$ cat config.mk
export PLATFORM = sky130hd
export DESIGN_NAME = vat_mmu
export DESIGN_NICKNAME = d
export VERILOG_FILES = /design/src/rtl/vat_pkg.sv /design/src/rtl/vat_tlb.sv /design/src/rtl/vat_mmu.sv
export SDC_FILE = /design/constraint.sdc
export NUM_CORES = 1
export LEC_CHECK = 0
export BUFFER_PORTS_ARGS = -buffer_cell sky130_fd_sc_hd__buf_2
export CORE_MARGIN = 5
export CORE_UTILIZATION = 60
export CTS_BUF_LIST = sky130_fd_sc_hd__clkbuf_8
export DETAILED_ROUTE_END_ITERATION = 16
export GPL_TIMING_DRIVEN = 1
export HOLD_SLACK_MARGIN = 0.05
export PLACE_DENSITY = 0.81
export SYNTH_ARGS = -nofsm -noshare
export SYNTH_HDL_FRONTEND = slang
export SYNTH_SLANG_ARGS = --single-unit
$ cat constraint.sdc
create_clock -name pclk -period 13.07 [get_ports pclk]
set_input_delay 0 -clock pclk [delete_from_list [all_inputs] [get_ports pclk]]
set_output_delay 0 -clock pclk [all_outputs]
set_load 0.005 [all_outputs]
$ cat src/rtl/vat_pkg.sv
// Purpose: constants and types of the address translation block
// Assumes: 32-bit apb data, one word per register
// Notes: page table entry layout is fixed here
package vat_pkg;
  // register byte offsets
  localparam logic [7:0] OFS_FIRST_BASE = 8'h00;
  localparam logic [7:0] OFS_FIRST_LEN = 8'h04;
  localparam logic [7:0] OFS_SECOND_BASE = 8'h08;
  localparam logic [7:0] OFS_SECOND_LEN = 8'h0c;
  localparam logic [7:0] OFS_SYS_BASE = 8'h10;
  localparam logic [7:0] OFS_SYS_LEN = 8'h14;
  localparam logic [7:0] OFS_MODE = 8'h18;
  localparam logic [7:0] OFS_PCB = 8'h1c;
  localparam logic [7:0] OFS_STATUS = 8'h20;
  localparam logic [7:0] OFS_MASK = 8'h24;
  localparam logic [7:0] OFS_FAULT_VA = 8'h28;
  // reset values
  localparam logic [31:0] RST_BASE = 32'h0000_0000;
  localparam logic [21:0] RST_LEN = 22'h00_0000;
  localparam logic [1:0] RST_MODE = 2'h0;
  // status and mask bits
  localparam int ST_FAULT = 0;
  localparam int ST_CTX = 1;
  localparam int ST_W = 2;
  // address fields
  localparam int OFS_W = 9;
  localparam int VPN_W = 21;
  localparam int LEN_W = 22;
  localparam int PA_W = 30;
  localparam int TAG_W = 23;
  // page table entry fields
  localparam int PTE_VALID = 31;
  localparam int PTE_PROT_HI = 28;
  localparam int PTE_PROT_LO = 27;
  localparam int PTE_WRITE = 26;
  // context block holds four longwords
  localparam logic [1:0] CTX_LAST = 2'h3;
  localparam int TLB_N = 4;
  // access modes, kernel widest
  typedef enum logic [1:0] {
    MODE_KERNEL = 2'b00,
    MODE_EXEC = 2'b01,
    MODE_SUPER = 2'b10,
    MODE_USER = 2'b11
  } vat_mode_e;
  typedef enum logic [1:0] {
    REG_FIRST = 2'b00,
    REG_SECOND = 2'b01,
    REG_SYS = 2'b10
  } vat_region_e;
  typedef enum logic [2:0] {
    ST_IDLE = 3'b000,
    ST_LOOK = 3'b001,
    ST_SFETCH = 3'b010,
    ST_PFETCH = 3'b011,
    ST_CTXLD = 3'b100
  } vat_state_e;
endpackage

$ cat src/rtl/vat_tlb.sv
// Purpose: small fully associative translation cache
// Assumes: fill only on a miss, never in a flush cycle
// Notes: round robin replacement
`timescale 1ns/1ns
module vat_tlb (
  // clock and reset
  input wire logic pclk,
  input wire logic presetn,
  // lookup
  input wire logic [vat_pkg::TAG_W-1:0] look_tag,
  output logic hit,
  output logic [31:0] hit_pte,
  // fill and flush
  input wire logic fill_en,
  input wire logic [vat_pkg::TAG_W-1:0] fill_tag,
  input wire logic [31:0] fill_pte,
  input wire logic flush_proc
);
  typedef struct packed {
    logic [vat_pkg::TLB_N-1:0] vld;
    logic [vat_pkg::TLB_N-1:0][vat_pkg::TAG_W-1:0] tag;
    logic [vat_pkg::TLB_N-1:0][31:0] pte;
    logic [1:0] ptr;
  } vat_tlb_s;

  vat_tlb_s s_r;
  vat_tlb_s s_nxt;

  always_comb begin
    hit = 1'b0;
    hit_pte = 32'h0000_0000;
    for (int i = 0; i < vat_pkg::TLB_N; i++) begin
      if (s_r.vld[i] && s_r.tag[i] == look_tag) begin
        hit = 1'b1;
        hit_pte = s_r.pte[i];
      end
    end
  end

  always_comb begin
    s_nxt = s_r;
    // process entries go, system entries stay
    if (flush_proc) begin
      for (int i = 0; i < vat_pkg::TLB_N; i++) begin
        if (!s_r.tag[i][vat_pkg::TAG_W-1]) begin
          s_nxt.vld[i] = 1'b0;
        end
      end
    end
    if (fill_en) begin
      s_nxt.vld[s_r.ptr] = 1'b1;
      s_nxt.tag[s_r.ptr] = fill_tag;
      s_nxt.pte[s_r.ptr] = fill_pte;
      s_nxt.ptr = s_r.ptr + 2'h1;
    end
  end

  always_ff @(posedge pclk or negedge presetn) begin
    if (!presetn) begin
      s_r <= '0;
    end else begin
      s_r <= s_nxt;
    end
  end
endmodule

$ cat src/rtl/vat_mmu.sv
// Purpose: virtual to physical translation with protection check
// Assumes: requester and memory port share pclk
// Notes: one apb wait state on every access
`timescale 1ns/1ns
// Behaviour
// - virtual addresses are 32-bit byte addresses
// - top address bit splits process space from system space
// - pages are 512 bytes on 512-byte boundaries
// - base and length register pairs for both process regions and system
// - each table entry is one longword with frame and protection
// - page number indexes the region table from its base
// - system table base is a physical address
// - process table bases are system virtual addresses, translated first
// - missing process table pages fault instead of hanging
// - four access modes; each access checked against current mode
// - kernel has widest access, user narrowest
// - translation cache avoids walking tables on repeat lookups
// - process mappings are private, shared frames allowed
// - system mapping survives context switches
// - context load fetches process mapping registers from memory
module vat_mmu (
  // clock and reset
  input wire logic pclk,
  input wire logic presetn,
  // apb slave
  input wire logic psel,
  input wire logic penable,
  input wire logic pwrite,
  input wire logic [31:0] paddr,
  input wire logic [31:0] pwdata,
  output logic [31:0] prdata,
  output logic pready,
  output logic pslverr,
  // translation request
  input wire logic tr_req,
  input wire logic tr_write,
  input wire logic [31:0] tr_va,
  output logic tr_done,
  output logic tr_fault,
  output logic [vat_pkg::PA_W-1:0] tr_pa,
  // page table memory read port
  output logic mem_req,
  output logic [vat_pkg::PA_W-1:0] mem_addr,
  input wire logic mem_ack,
  input wire logic [31:0] mem_rdata,
  // interrupt
  output logic irq
);
  typedef struct packed {
    logic [31:0] first_base;
    logic [vat_pkg::LEN_W-1:0] first_len;
    logic [31:0] second_base;
    logic [vat_pkg::LEN_W-1:0] second_len;
    logic [31:0] sys_base;
    logic [vat_pkg::LEN_W-1:0] sys_len;
    vat_pkg::vat_mode_e mode;
    logic [31:0] pcb;
    logic ctx_pend;
    logic [1:0] ctx_idx;
    logic [vat_pkg::ST_W-1:0] status;
    logic [vat_pkg::ST_W-1:0] mask;
    logic [31:0] fault_va;
    vat_pkg::vat_state_e state;
    logic [31:0] va;
    logic wr;
    logic [31:0] pte_va;
    logic mem_req;
    logic [vat_pkg::PA_W-1:0] mem_addr;
    logic tr_done;
    logic tr_fault;
    logic [vat_pkg::PA_W-1:0] tr_pa;
    logic [31:0] prdata;
    logic pready;
    logic pslverr;
    logic irq;
  } vat_mmu_s;

  vat_mmu_s s_r;
  vat_mmu_s s_nxt;

  logic tlb_hit;
  logic [31:0] tlb_pte;
  logic tlb_fill;
  logic tlb_flush;

  // region from the two top address bits
  function automatic vat_pkg::vat_region_e region_of(
    input logic [31:0] va
  );
    if (va[31]) begin
      return vat_pkg::REG_SYS;
    end else if (va[30]) begin
      return vat_pkg::REG_SECOND;
    end else begin
      return vat_pkg::REG_FIRST;
    end
  endfunction

  function automatic logic [vat_pkg::VPN_W-1:0] vpn_of(
    input logic [31:0] va
  );
    return va[29:vat_pkg::OFS_W];
  endfunction

  // mode code must not exceed the entry's protection code
  function automatic logic access_ok(
    input logic [31:0] pte,
    input vat_pkg::vat_mode_e mode,
    input logic wr
  );
    logic prot_ok;
    prot_ok = mode <= pte[vat_pkg::PTE_PROT_HI:vat_pkg::PTE_PROT_LO];
    return pte[vat_pkg::PTE_VALID] && prot_ok &&
           (!wr || pte[vat_pkg::PTE_WRITE]);
  endfunction

  // physical address of a table entry
  function automatic logic [vat_pkg::PA_W-1:0] ent_addr(
    input logic [31:0] base,
    input logic [vat_pkg::VPN_W-1:0] vpn
  );
    return base[vat_pkg::PA_W-1:0] + {7'h00, vpn, 2'b00};
  endfunction

  function automatic logic reg_known(input logic [31:0] a);
    logic ok;
    ok = a[31:8] == 24'h00_0000 && a[1:0] == 2'b00 &&
         a[7:0] <= vat_pkg::OFS_FAULT_VA;
    return ok;
  endfunction

  vat_tlb u_tlb (
    .pclk(pclk),
    .presetn(presetn),
    .look_tag(s_r.va[31:vat_pkg::OFS_W]),
    .hit(tlb_hit),
    .hit_pte(tlb_pte),
    .fill_en(tlb_fill),
    .fill_tag(s_r.va[31:vat_pkg::OFS_W]),
    .fill_pte(mem_rdata),
    .flush_proc(tlb_flush)
  );

  always_comb begin
    logic acc;
    logic [vat_pkg::ST_W-1:0] sts_set;
    logic [vat_pkg::ST_W-1:0] sts_clr;
    logic fin;
    logic fin_fault;
    logic [31:0] fin_pte;
    logic [31:0] rbase;
    logic [vat_pkg::LEN_W-1:0] rlen;
    logic [vat_pkg::VPN_W-1:0] vpn;
    logic [31:0] pva;
    logic [vat_pkg::VPN_W-1:0] svpn;
    acc = 1'b0;
    sts_set = '0;
    sts_clr = '0;
    fin = 1'b0;
    fin_fault = 1'b0;
    fin_pte = 32'h0000_0000;
    rbase = s_r.first_base;
    rlen = s_r.first_len;
    vpn = vpn_of(s_r.va);
    pva = 32'h0000_0000;
    svpn = '0;
    tlb_fill = 1'b0;
    tlb_flush = 1'b0;
    s_nxt = s_r;
    s_nxt.tr_done = 1'b0;

    // apb: setup seen, answer one cycle into access
    s_nxt.pready = psel && penable && !s_r.pready;
    // error only stands beside ready
    s_nxt.pslverr = 1'b0;
    if (psel && penable && !s_r.pready) begin
      s_nxt.pslverr = !reg_known(paddr);
      s_nxt.prdata = 32'h0000_0000;
      unique case (paddr[7:0])
        vat_pkg::OFS_FIRST_BASE: s_nxt.prdata = s_r.first_base;
        vat_pkg::OFS_FIRST_LEN: s_nxt.prdata = {10'h000, s_r.first_len};
        vat_pkg::OFS_SECOND_BASE: s_nxt.prdata = s_r.second_base;
        vat_pkg::OFS_SECOND_LEN: s_nxt.prdata = {10'h000, s_r.second_len};
        vat_pkg::OFS_SYS_BASE: s_nxt.prdata = s_r.sys_base;
        vat_pkg::OFS_SYS_LEN: s_nxt.prdata = {10'h000, s_r.sys_len};
        vat_pkg::OFS_MODE: s_nxt.prdata = {30'h0, s_r.mode};
        vat_pkg::OFS_PCB: s_nxt.prdata = s_r.pcb;
        vat_pkg::OFS_STATUS: s_nxt.prdata = {30'h0, s_r.status};
        vat_pkg::OFS_MASK: s_nxt.prdata = {30'h0, s_r.mask};
        vat_pkg::OFS_FAULT_VA: s_nxt.prdata = s_r.fault_va;
        default: s_nxt.prdata = 32'h0000_0000;
      endcase
      if (s_nxt.pslverr) begin
        s_nxt.prdata = 32'h0000_0000;
      end
    end
    acc = psel && penable && s_r.pready && pwrite && !s_r.pslverr;
    if (acc) begin
      unique case (paddr[7:0])
        vat_pkg::OFS_FIRST_BASE: s_nxt.first_base = pwdata;
        vat_pkg::OFS_FIRST_LEN: s_nxt.first_len = pwdata[21:0];
        vat_pkg::OFS_SECOND_BASE: s_nxt.second_base = pwdata;
        vat_pkg::OFS_SECOND_LEN: s_nxt.second_len = pwdata[21:0];
        vat_pkg::OFS_SYS_BASE: s_nxt.sys_base = pwdata;
        vat_pkg::OFS_SYS_LEN: s_nxt.sys_len = pwdata[21:0];
        vat_pkg::OFS_MODE: begin
          s_nxt.mode = vat_pkg::vat_mode_e'(pwdata[1:0]);
        end
        vat_pkg::OFS_PCB: begin
          s_nxt.pcb = pwdata;
          s_nxt.ctx_pend = 1'b1;
        end
        vat_pkg::OFS_STATUS: sts_clr = pwdata[1:0];
        vat_pkg::OFS_MASK: s_nxt.mask = pwdata[1:0];
        default: s_nxt.mask = s_r.mask;
      endcase
    end

    // region registers for the held address
    unique case (region_of(s_r.va))
      vat_pkg::REG_SECOND: begin
        rbase = s_r.second_base;
        rlen = s_r.second_len;
      end
      vat_pkg::REG_SYS: begin
        rbase = s_r.sys_base;
        rlen = s_r.sys_len;
      end
      default: begin
        rbase = s_r.first_base;
        rlen = s_r.first_len;
      end
    endcase
    pva = rbase + {9'h000, vpn, 2'b00};
    svpn = vpn_of(s_r.pte_va);

    unique case (s_r.state)
      vat_pkg::ST_IDLE: begin
        if (s_r.ctx_pend && !acc) begin
          s_nxt.ctx_pend = 1'b0;
          s_nxt.ctx_idx = 2'h0;
          s_nxt.mem_req = 1'b1;
          s_nxt.mem_addr = s_r.pcb[vat_pkg::PA_W-1:0];
          s_nxt.state = vat_pkg::ST_CTXLD;
        end else if (tr_req && !s_r.tr_done) begin
          s_nxt.va = tr_va;
          s_nxt.wr = tr_write;
          s_nxt.state = vat_pkg::ST_LOOK;
        end
      end
      vat_pkg::ST_LOOK: begin
        if ({1'b0, vpn} >= rlen) begin
          fin = 1'b1;
          fin_fault = 1'b1;
        end else if (tlb_hit) begin
          fin = 1'b1;
          fin_pte = tlb_pte;
          fin_fault = !access_ok(tlb_pte, s_r.mode, s_r.wr);
        end else if (region_of(s_r.va) == vat_pkg::REG_SYS) begin
          s_nxt.mem_req = 1'b1;
          s_nxt.mem_addr = ent_addr(s_r.sys_base, vpn);
          s_nxt.state = vat_pkg::ST_PFETCH;
        end else if (!pva[31] ||
                     {1'b0, vpn_of(pva)} >= s_r.sys_len) begin
          fin = 1'b1;
          fin_fault = 1'b1;
        end else begin
          s_nxt.pte_va = pva;
          s_nxt.mem_req = 1'b1;
          s_nxt.mem_addr = ent_addr(s_r.sys_base, vpn_of(pva));
          s_nxt.state = vat_pkg::ST_SFETCH;
        end
      end
      vat_pkg::ST_SFETCH: begin
        if (mem_ack) begin
          if (!mem_rdata[vat_pkg::PTE_VALID]) begin
            s_nxt.mem_req = 1'b0;
            fin = 1'b1;
            fin_fault = 1'b1;
          end else begin
            s_nxt.mem_addr = {mem_rdata[vat_pkg::VPN_W-1:0],
                              s_r.pte_va[vat_pkg::OFS_W-1:0]};
            s_nxt.state = vat_pkg::ST_PFETCH;
          end
        end
      end
      vat_pkg::ST_PFETCH: begin
        if (mem_ack) begin
          s_nxt.mem_req = 1'b0;
          tlb_fill = mem_rdata[vat_pkg::PTE_VALID];
          fin = 1'b1;
          fin_pte = mem_rdata;
          fin_fault = !access_ok(mem_rdata, s_r.mode, s_r.wr);
        end
      end
      vat_pkg::ST_CTXLD: begin
        if (mem_ack) begin
          unique case (s_r.ctx_idx)
            2'h0: s_nxt.first_base = mem_rdata;
            2'h1: s_nxt.first_len = mem_rdata[21:0];
            2'h2: s_nxt.second_base = mem_rdata;
            2'h3: s_nxt.second_len = mem_rdata[21:0];
          endcase
          s_nxt.ctx_idx = s_r.ctx_idx + 2'h1;
          s_nxt.mem_addr = s_r.mem_addr + 30'h4;
          if (s_r.ctx_idx == vat_pkg::CTX_LAST) begin
            s_nxt.mem_req = 1'b0;
            tlb_flush = 1'b1;
            sts_set[vat_pkg::ST_CTX] = 1'b1;
            s_nxt.state = vat_pkg::ST_IDLE;
          end
        end
      end
      default: s_nxt.state = vat_pkg::ST_IDLE;
    endcase

    if (fin) begin
      s_nxt.state = vat_pkg::ST_IDLE;
      s_nxt.tr_done = 1'b1;
      s_nxt.tr_fault = fin_fault;
      s_nxt.tr_pa = fin_fault ? '0 :
        {fin_pte[vat_pkg::VPN_W-1:0],
         s_r.va[vat_pkg::OFS_W-1:0]};
      if (fin_fault) begin
        sts_set[vat_pkg::ST_FAULT] = 1'b1;
        s_nxt.fault_va = s_r.va;
      end
    end

    // set beats a same-cycle clear
    s_nxt.status = (s_r.status & ~sts_clr) | sts_set;
    s_nxt.irq = |(s_nxt.status & s_nxt.mask);
  end

  always_ff @(posedge pclk or negedge presetn) begin
    if (!presetn) begin
      s_r <= '0;
      s_r.first_base <= vat_pkg::RST_BASE;
      s_r.first_len <= vat_pkg::RST_LEN;
      s_r.second_base <= vat_pkg::RST_BASE;
      s_r.second_len <= vat_pkg::RST_LEN;
      s_r.sys_base <= vat_pkg::RST_BASE;
      s_r.sys_len <= vat_pkg::RST_LEN;
      s_r.mode <= vat_pkg::vat_mode_e'(vat_pkg::RST_MODE);
      s_r.state <= vat_pkg::ST_IDLE;
    end else begin
      s_r <= s_nxt;
    end
  end

  assign prdata = s_r.prdata;
  assign pready = s_r.pready;
  assign pslverr = s_r.pslverr;
  assign tr_done = s_r.tr_done;
  assign tr_fault = s_r.tr_fault;
  assign tr_pa = s_r.tr_pa;
  assign mem_req = s_r.mem_req;
  assign mem_addr = s_r.mem_addr;
  assign irq = s_r.irq;
endmodule

==> impl_metrics.json <==
{
  "slowest_stage": "dfrtp_4",
  "synth-simple-area-share_pct": 10.2,
  "proportion_of_netlist_area_held_by_the_largest_area_contributor_pct": 43.7,
  "synth_ff_type": "dfrtp_1",
  "worst_ep_arrival_time_ps": 8150,
  "mappedNetlistNets": 3496,
  "worst-r2r-setup-slack_ps": 5510,
  "drt-pass1-iter-count": 6,
  "dp_cells": 3934,
  "type_of_the_worst_setup_path": "reg -> reg",
  "post-dp-hpwl_um": 74700,
  "drt-vias-per-instance": 6.69,
  "wl_met2_um": 51800,
  "syn-mean-instance-area_um2": 10.1,
  "insertion_delay_ps": 720,
  "area_growth_syn_to_layout_pct": 13.1,
  "power.static_leakage_nw": 17.3,
  "synthesis.instances": 3260,
  "final-setup-viol-count": 0,
  "synthesis_stage_register_bit_count": 576,
  "cp_max_fo": 64,
  "tritoncts": "done",
  "cp_data_required_time_ps": 13660,
  "reg2reg_from": "s_r[162]",
  "htreeDepth": 3,
  "slew_hr_pct": 18.9,
  "met3WireLength_um": 12800,
  "grt_setup_unrepaired": "no",
  "critical_path.reg2reg.endpoint": "mem_addr[24]",
  "postCtsSetupRepairBufs": 0,
  "drt_first_iter_violations": 3310,
  "nets": 3707,
  "cts-root-buf": "clkbuf_8",
  "post_synth_design_cell_area_um2": 33000,
  "layout_setup_ws_ps": 5510,
  "async_reset_ff_share_pct": 100,
  "finish.utilization_pct": 68.2,
  "drt-wirelength-per-cell_um": 26.9,
  "post_synth_mux_area_share_pct": 16.9,
  "path_cells": "buf_4 > nand2_1 > o21ai_0 > ha_1 > inv_1 > fa_1 > nor2b_1 > o21ai_0 > a21oi_1 > o211ai_1 > o21ai_0 > a41o_1 > nand2_1 > xor2_1 > ha_1 > a21o_1 > a21oi_1 > o21ai_0 > a211oi_1 > or2_2 > nand3_1 > nor2_1 > mux2_2",
  "sequential_cell_area_um2": 14400,
  "synth-edff-count": 0,
  "synthAdderAreaFrac_pct": 3.90,
  "finalHoldViolations": 0,
  "clock_tree.buffer_depth": 3,
  "drcViolationCount": 0,
  "hp-start": "tr_va[31]",
  "post-route-period-util_pct": 57.8,
  "seq_area_frac_synth_pct": 43.7,
  "via_count": 28400,
  "timing.critical_path.to_type": "register",
  "cap_viol_max_count": 0,
  "floorplan.rows": 86,
  "synth_warnings": 0,
  "ir_worst_vdd_mv": 0.175,
  "grt_start_max_net_pins": 111,
  "antenna_found_initial": 5,
  "timing.setup.tns_ps": 0,
  "pwr_density_cell_nw_per_um2": 207,
  "port-buffer-count": 233,
  "fillerInstances": 4034,
  "post_cts.resized_instances": 0,
  "clock-sinks": 576,
  "critical_path_buf_inv_count": 2,
  "worst_hold_path_type": "in -> reg",
  "worst-r2r-cell-count": 23,
  "top_signal_layer_used": "met5",
  "worstSetupStartpointType": "register",
  "layout_min_cycle_time_ps": 7560,
  "fraction_of_final_layout_cells_with_drive_strength_greater_than_1_pct": 22.7,
  "fp.coreArea_um2": 54800,
  "highest_clock_rate_ghz": 0.132,
  "synth_xor_xnor_area_share_pct": 4.25,
  "timing.critical_path.max_delay_family": "compound AO/OA/AOI/OAI gates",
  "yosys.area.top_type": "dfrtp_1",
  "grt_use_total_pct": 37.3,
  "ant_nets": 0,
  "clk_pin_slew_ps": 60,
  "die_area_um2": 59800,
  "die_w_um": 245,
  "grt_first_pass_wirelength_um": 173000,
  "synth-compound-area-share_pct": 15.6,
  "vias_in_the_first_global_route": 28600,
  "starting_density_of_the_core_pct": 60.3,
  "final_max_slew_viol_count": 0,
  "main_combinational_cell_family_by_area_after_synthesis": "multiplexers",
  "pre_cts_slack_ps": 5890,
  "crit_path_max_incr_delay_ps": 810,
  "detail_route.wirelength.met1_um": 43600,
  "fin_hold_ws_ps": 95.9,
  "outcome": "complete, no violations",
  "area_used_by_multi_input_combinational_logic_um2": 16800,
  "vertical_die_dimension_um": 245,
  "cts_made_buffers": 97,
  "min_delay_worst_endpoint": "s_r[162]",
  "global_placement_routability_congestion": 1.02,
  "yosysUniqueCellTypes": 76,
  "wirelength_um": 114000,
  "timing_worst_slew_pin_value_ps": 1220,
  "cp_common_cell": "o21ai_0",
  "hold_depth": 3,
  "grt_remaining_overflow": 0,
  "pin_count": 234,
  "timing.clock.skew_ps": 42.3,
  "instances_no_fill": 4248,
  "netlist_top_cells_area": "dfrtp_1 (44%), mux2_2 (11%), mux2i_1 (5.2%)"
}
metal layers:
metal	vias to the layer above	track usage, %
li1	12200	-
met1	13900	48.9
met4	2	19.0
met3	425	9.67
met5	-	0
met2	1889	57.9
cell type report:
type	instances	area share, %
multi-input combinational	2298	45.1
sequential	576	38.6
timing repair buffer	436	8.18
clock buffer	118	4.35
tap	704	2.36
clock inverter	50	0.747
inverter	62	0.623
antenna	4	0.0268
per-stage QoR:
step,power [mW],instance area [um2]
after floorplan,4.96,33000
after global placement,5.79,34000
after detailed placement,5.93,34000
after CTS,7.58,37300
after global routing,8.08,37300
final,7.72,37300
worst min-delay path: stages:
cell and delay, ps:
dlygate4sd3_1 530, buf_2 110, mux2_2 130
cell families (layout without fill, tap and decap cells):
kind of cell,Yosys count,after routing
AO/OA/AOI/OAI,799,799
XOR/XNOR,160,160
adder cells (fa/ha/maj),102,102
buffers and inverters,386,666
flip-flops,576,576
multiplexers,507,507
other,0,4
AND/OR/NAND/NOR,730,730
worst max-delay path by stage:
stage               startpoint            to  slack (ps)  depth (start not counted)
CTS                   s_r[162]  mem_addr[24]        5840                         23
global route          s_r[162]  mem_addr[24]        5310                         23
floorplan             s_r[161]  mem_addr[24]        7050                         25
finish                s_r[162]  mem_addr[24]        5510                         23
global placement      s_r[162]  mem_addr[28]        6060                         23
detailed placement    s_r[162]  mem_addr[24]        5890                         23
cell usage in the layout, fill, tap and decap left out, drive strengths merged, types with 108 or more instances in the layout:
master       netlist  layout
a21oi            156     156
nor2             163     163
dfrtp            576     576
clkbuf           188     118
mux2i            170     170
mux2             337     337
o21ai            260     260
a22oi            108     108
dlygate4sd3        0     142
nand2            308     308
buf              136     294
cells in the mapped netlist (6+ instances only):
library cell	instances
a211oi_1	12
clkbuf_1	188
buf_1	32
and2_1	12
a22o_1	38
nand4_1	49
o2bb2ai_1	30
or2_2	9
o21ai_0	258
o22ai_1	25
nor2_1	163
buf_4	93
inv_1	60
or3_1	6
a22oi_1	108
a221oi_1	28
a21o_1	21
ha_1	98
mux2_2	316
nand2b_1	18
nand3_1	42
mux2i_1	170
o21a_1	12
nor2b_1	12
nand2_1	308
nor4_1	34
and3_1	21
xnor2_1	81
a21oi_1	155
mux2_4	19
or4_1	14
buf_2	7
dfrtp_1	576
a2111oi_0	23
a31oi_1	15
xor2_1	79
o21bai_1	6
nor3_1	26
o211ai_1	10
report_power, final:
part | leakage [nW] | switching [mW] | internal, mW
combinational | 8.71 | 1.83 | 1.39
sequential | 7.49 | 0.566 | 2.31
clock | 1.12 | 0.767 | 0.853
total | 17.3 | 3.16 | 4.55
repair_timing:
item,4_1_cts,5_1_grt
hold buffers,142,0
endpoints found under the hold margin,490,0
setup endpoints to repair,0,0
Note: power is estimated with default switching activity, not from simulation.
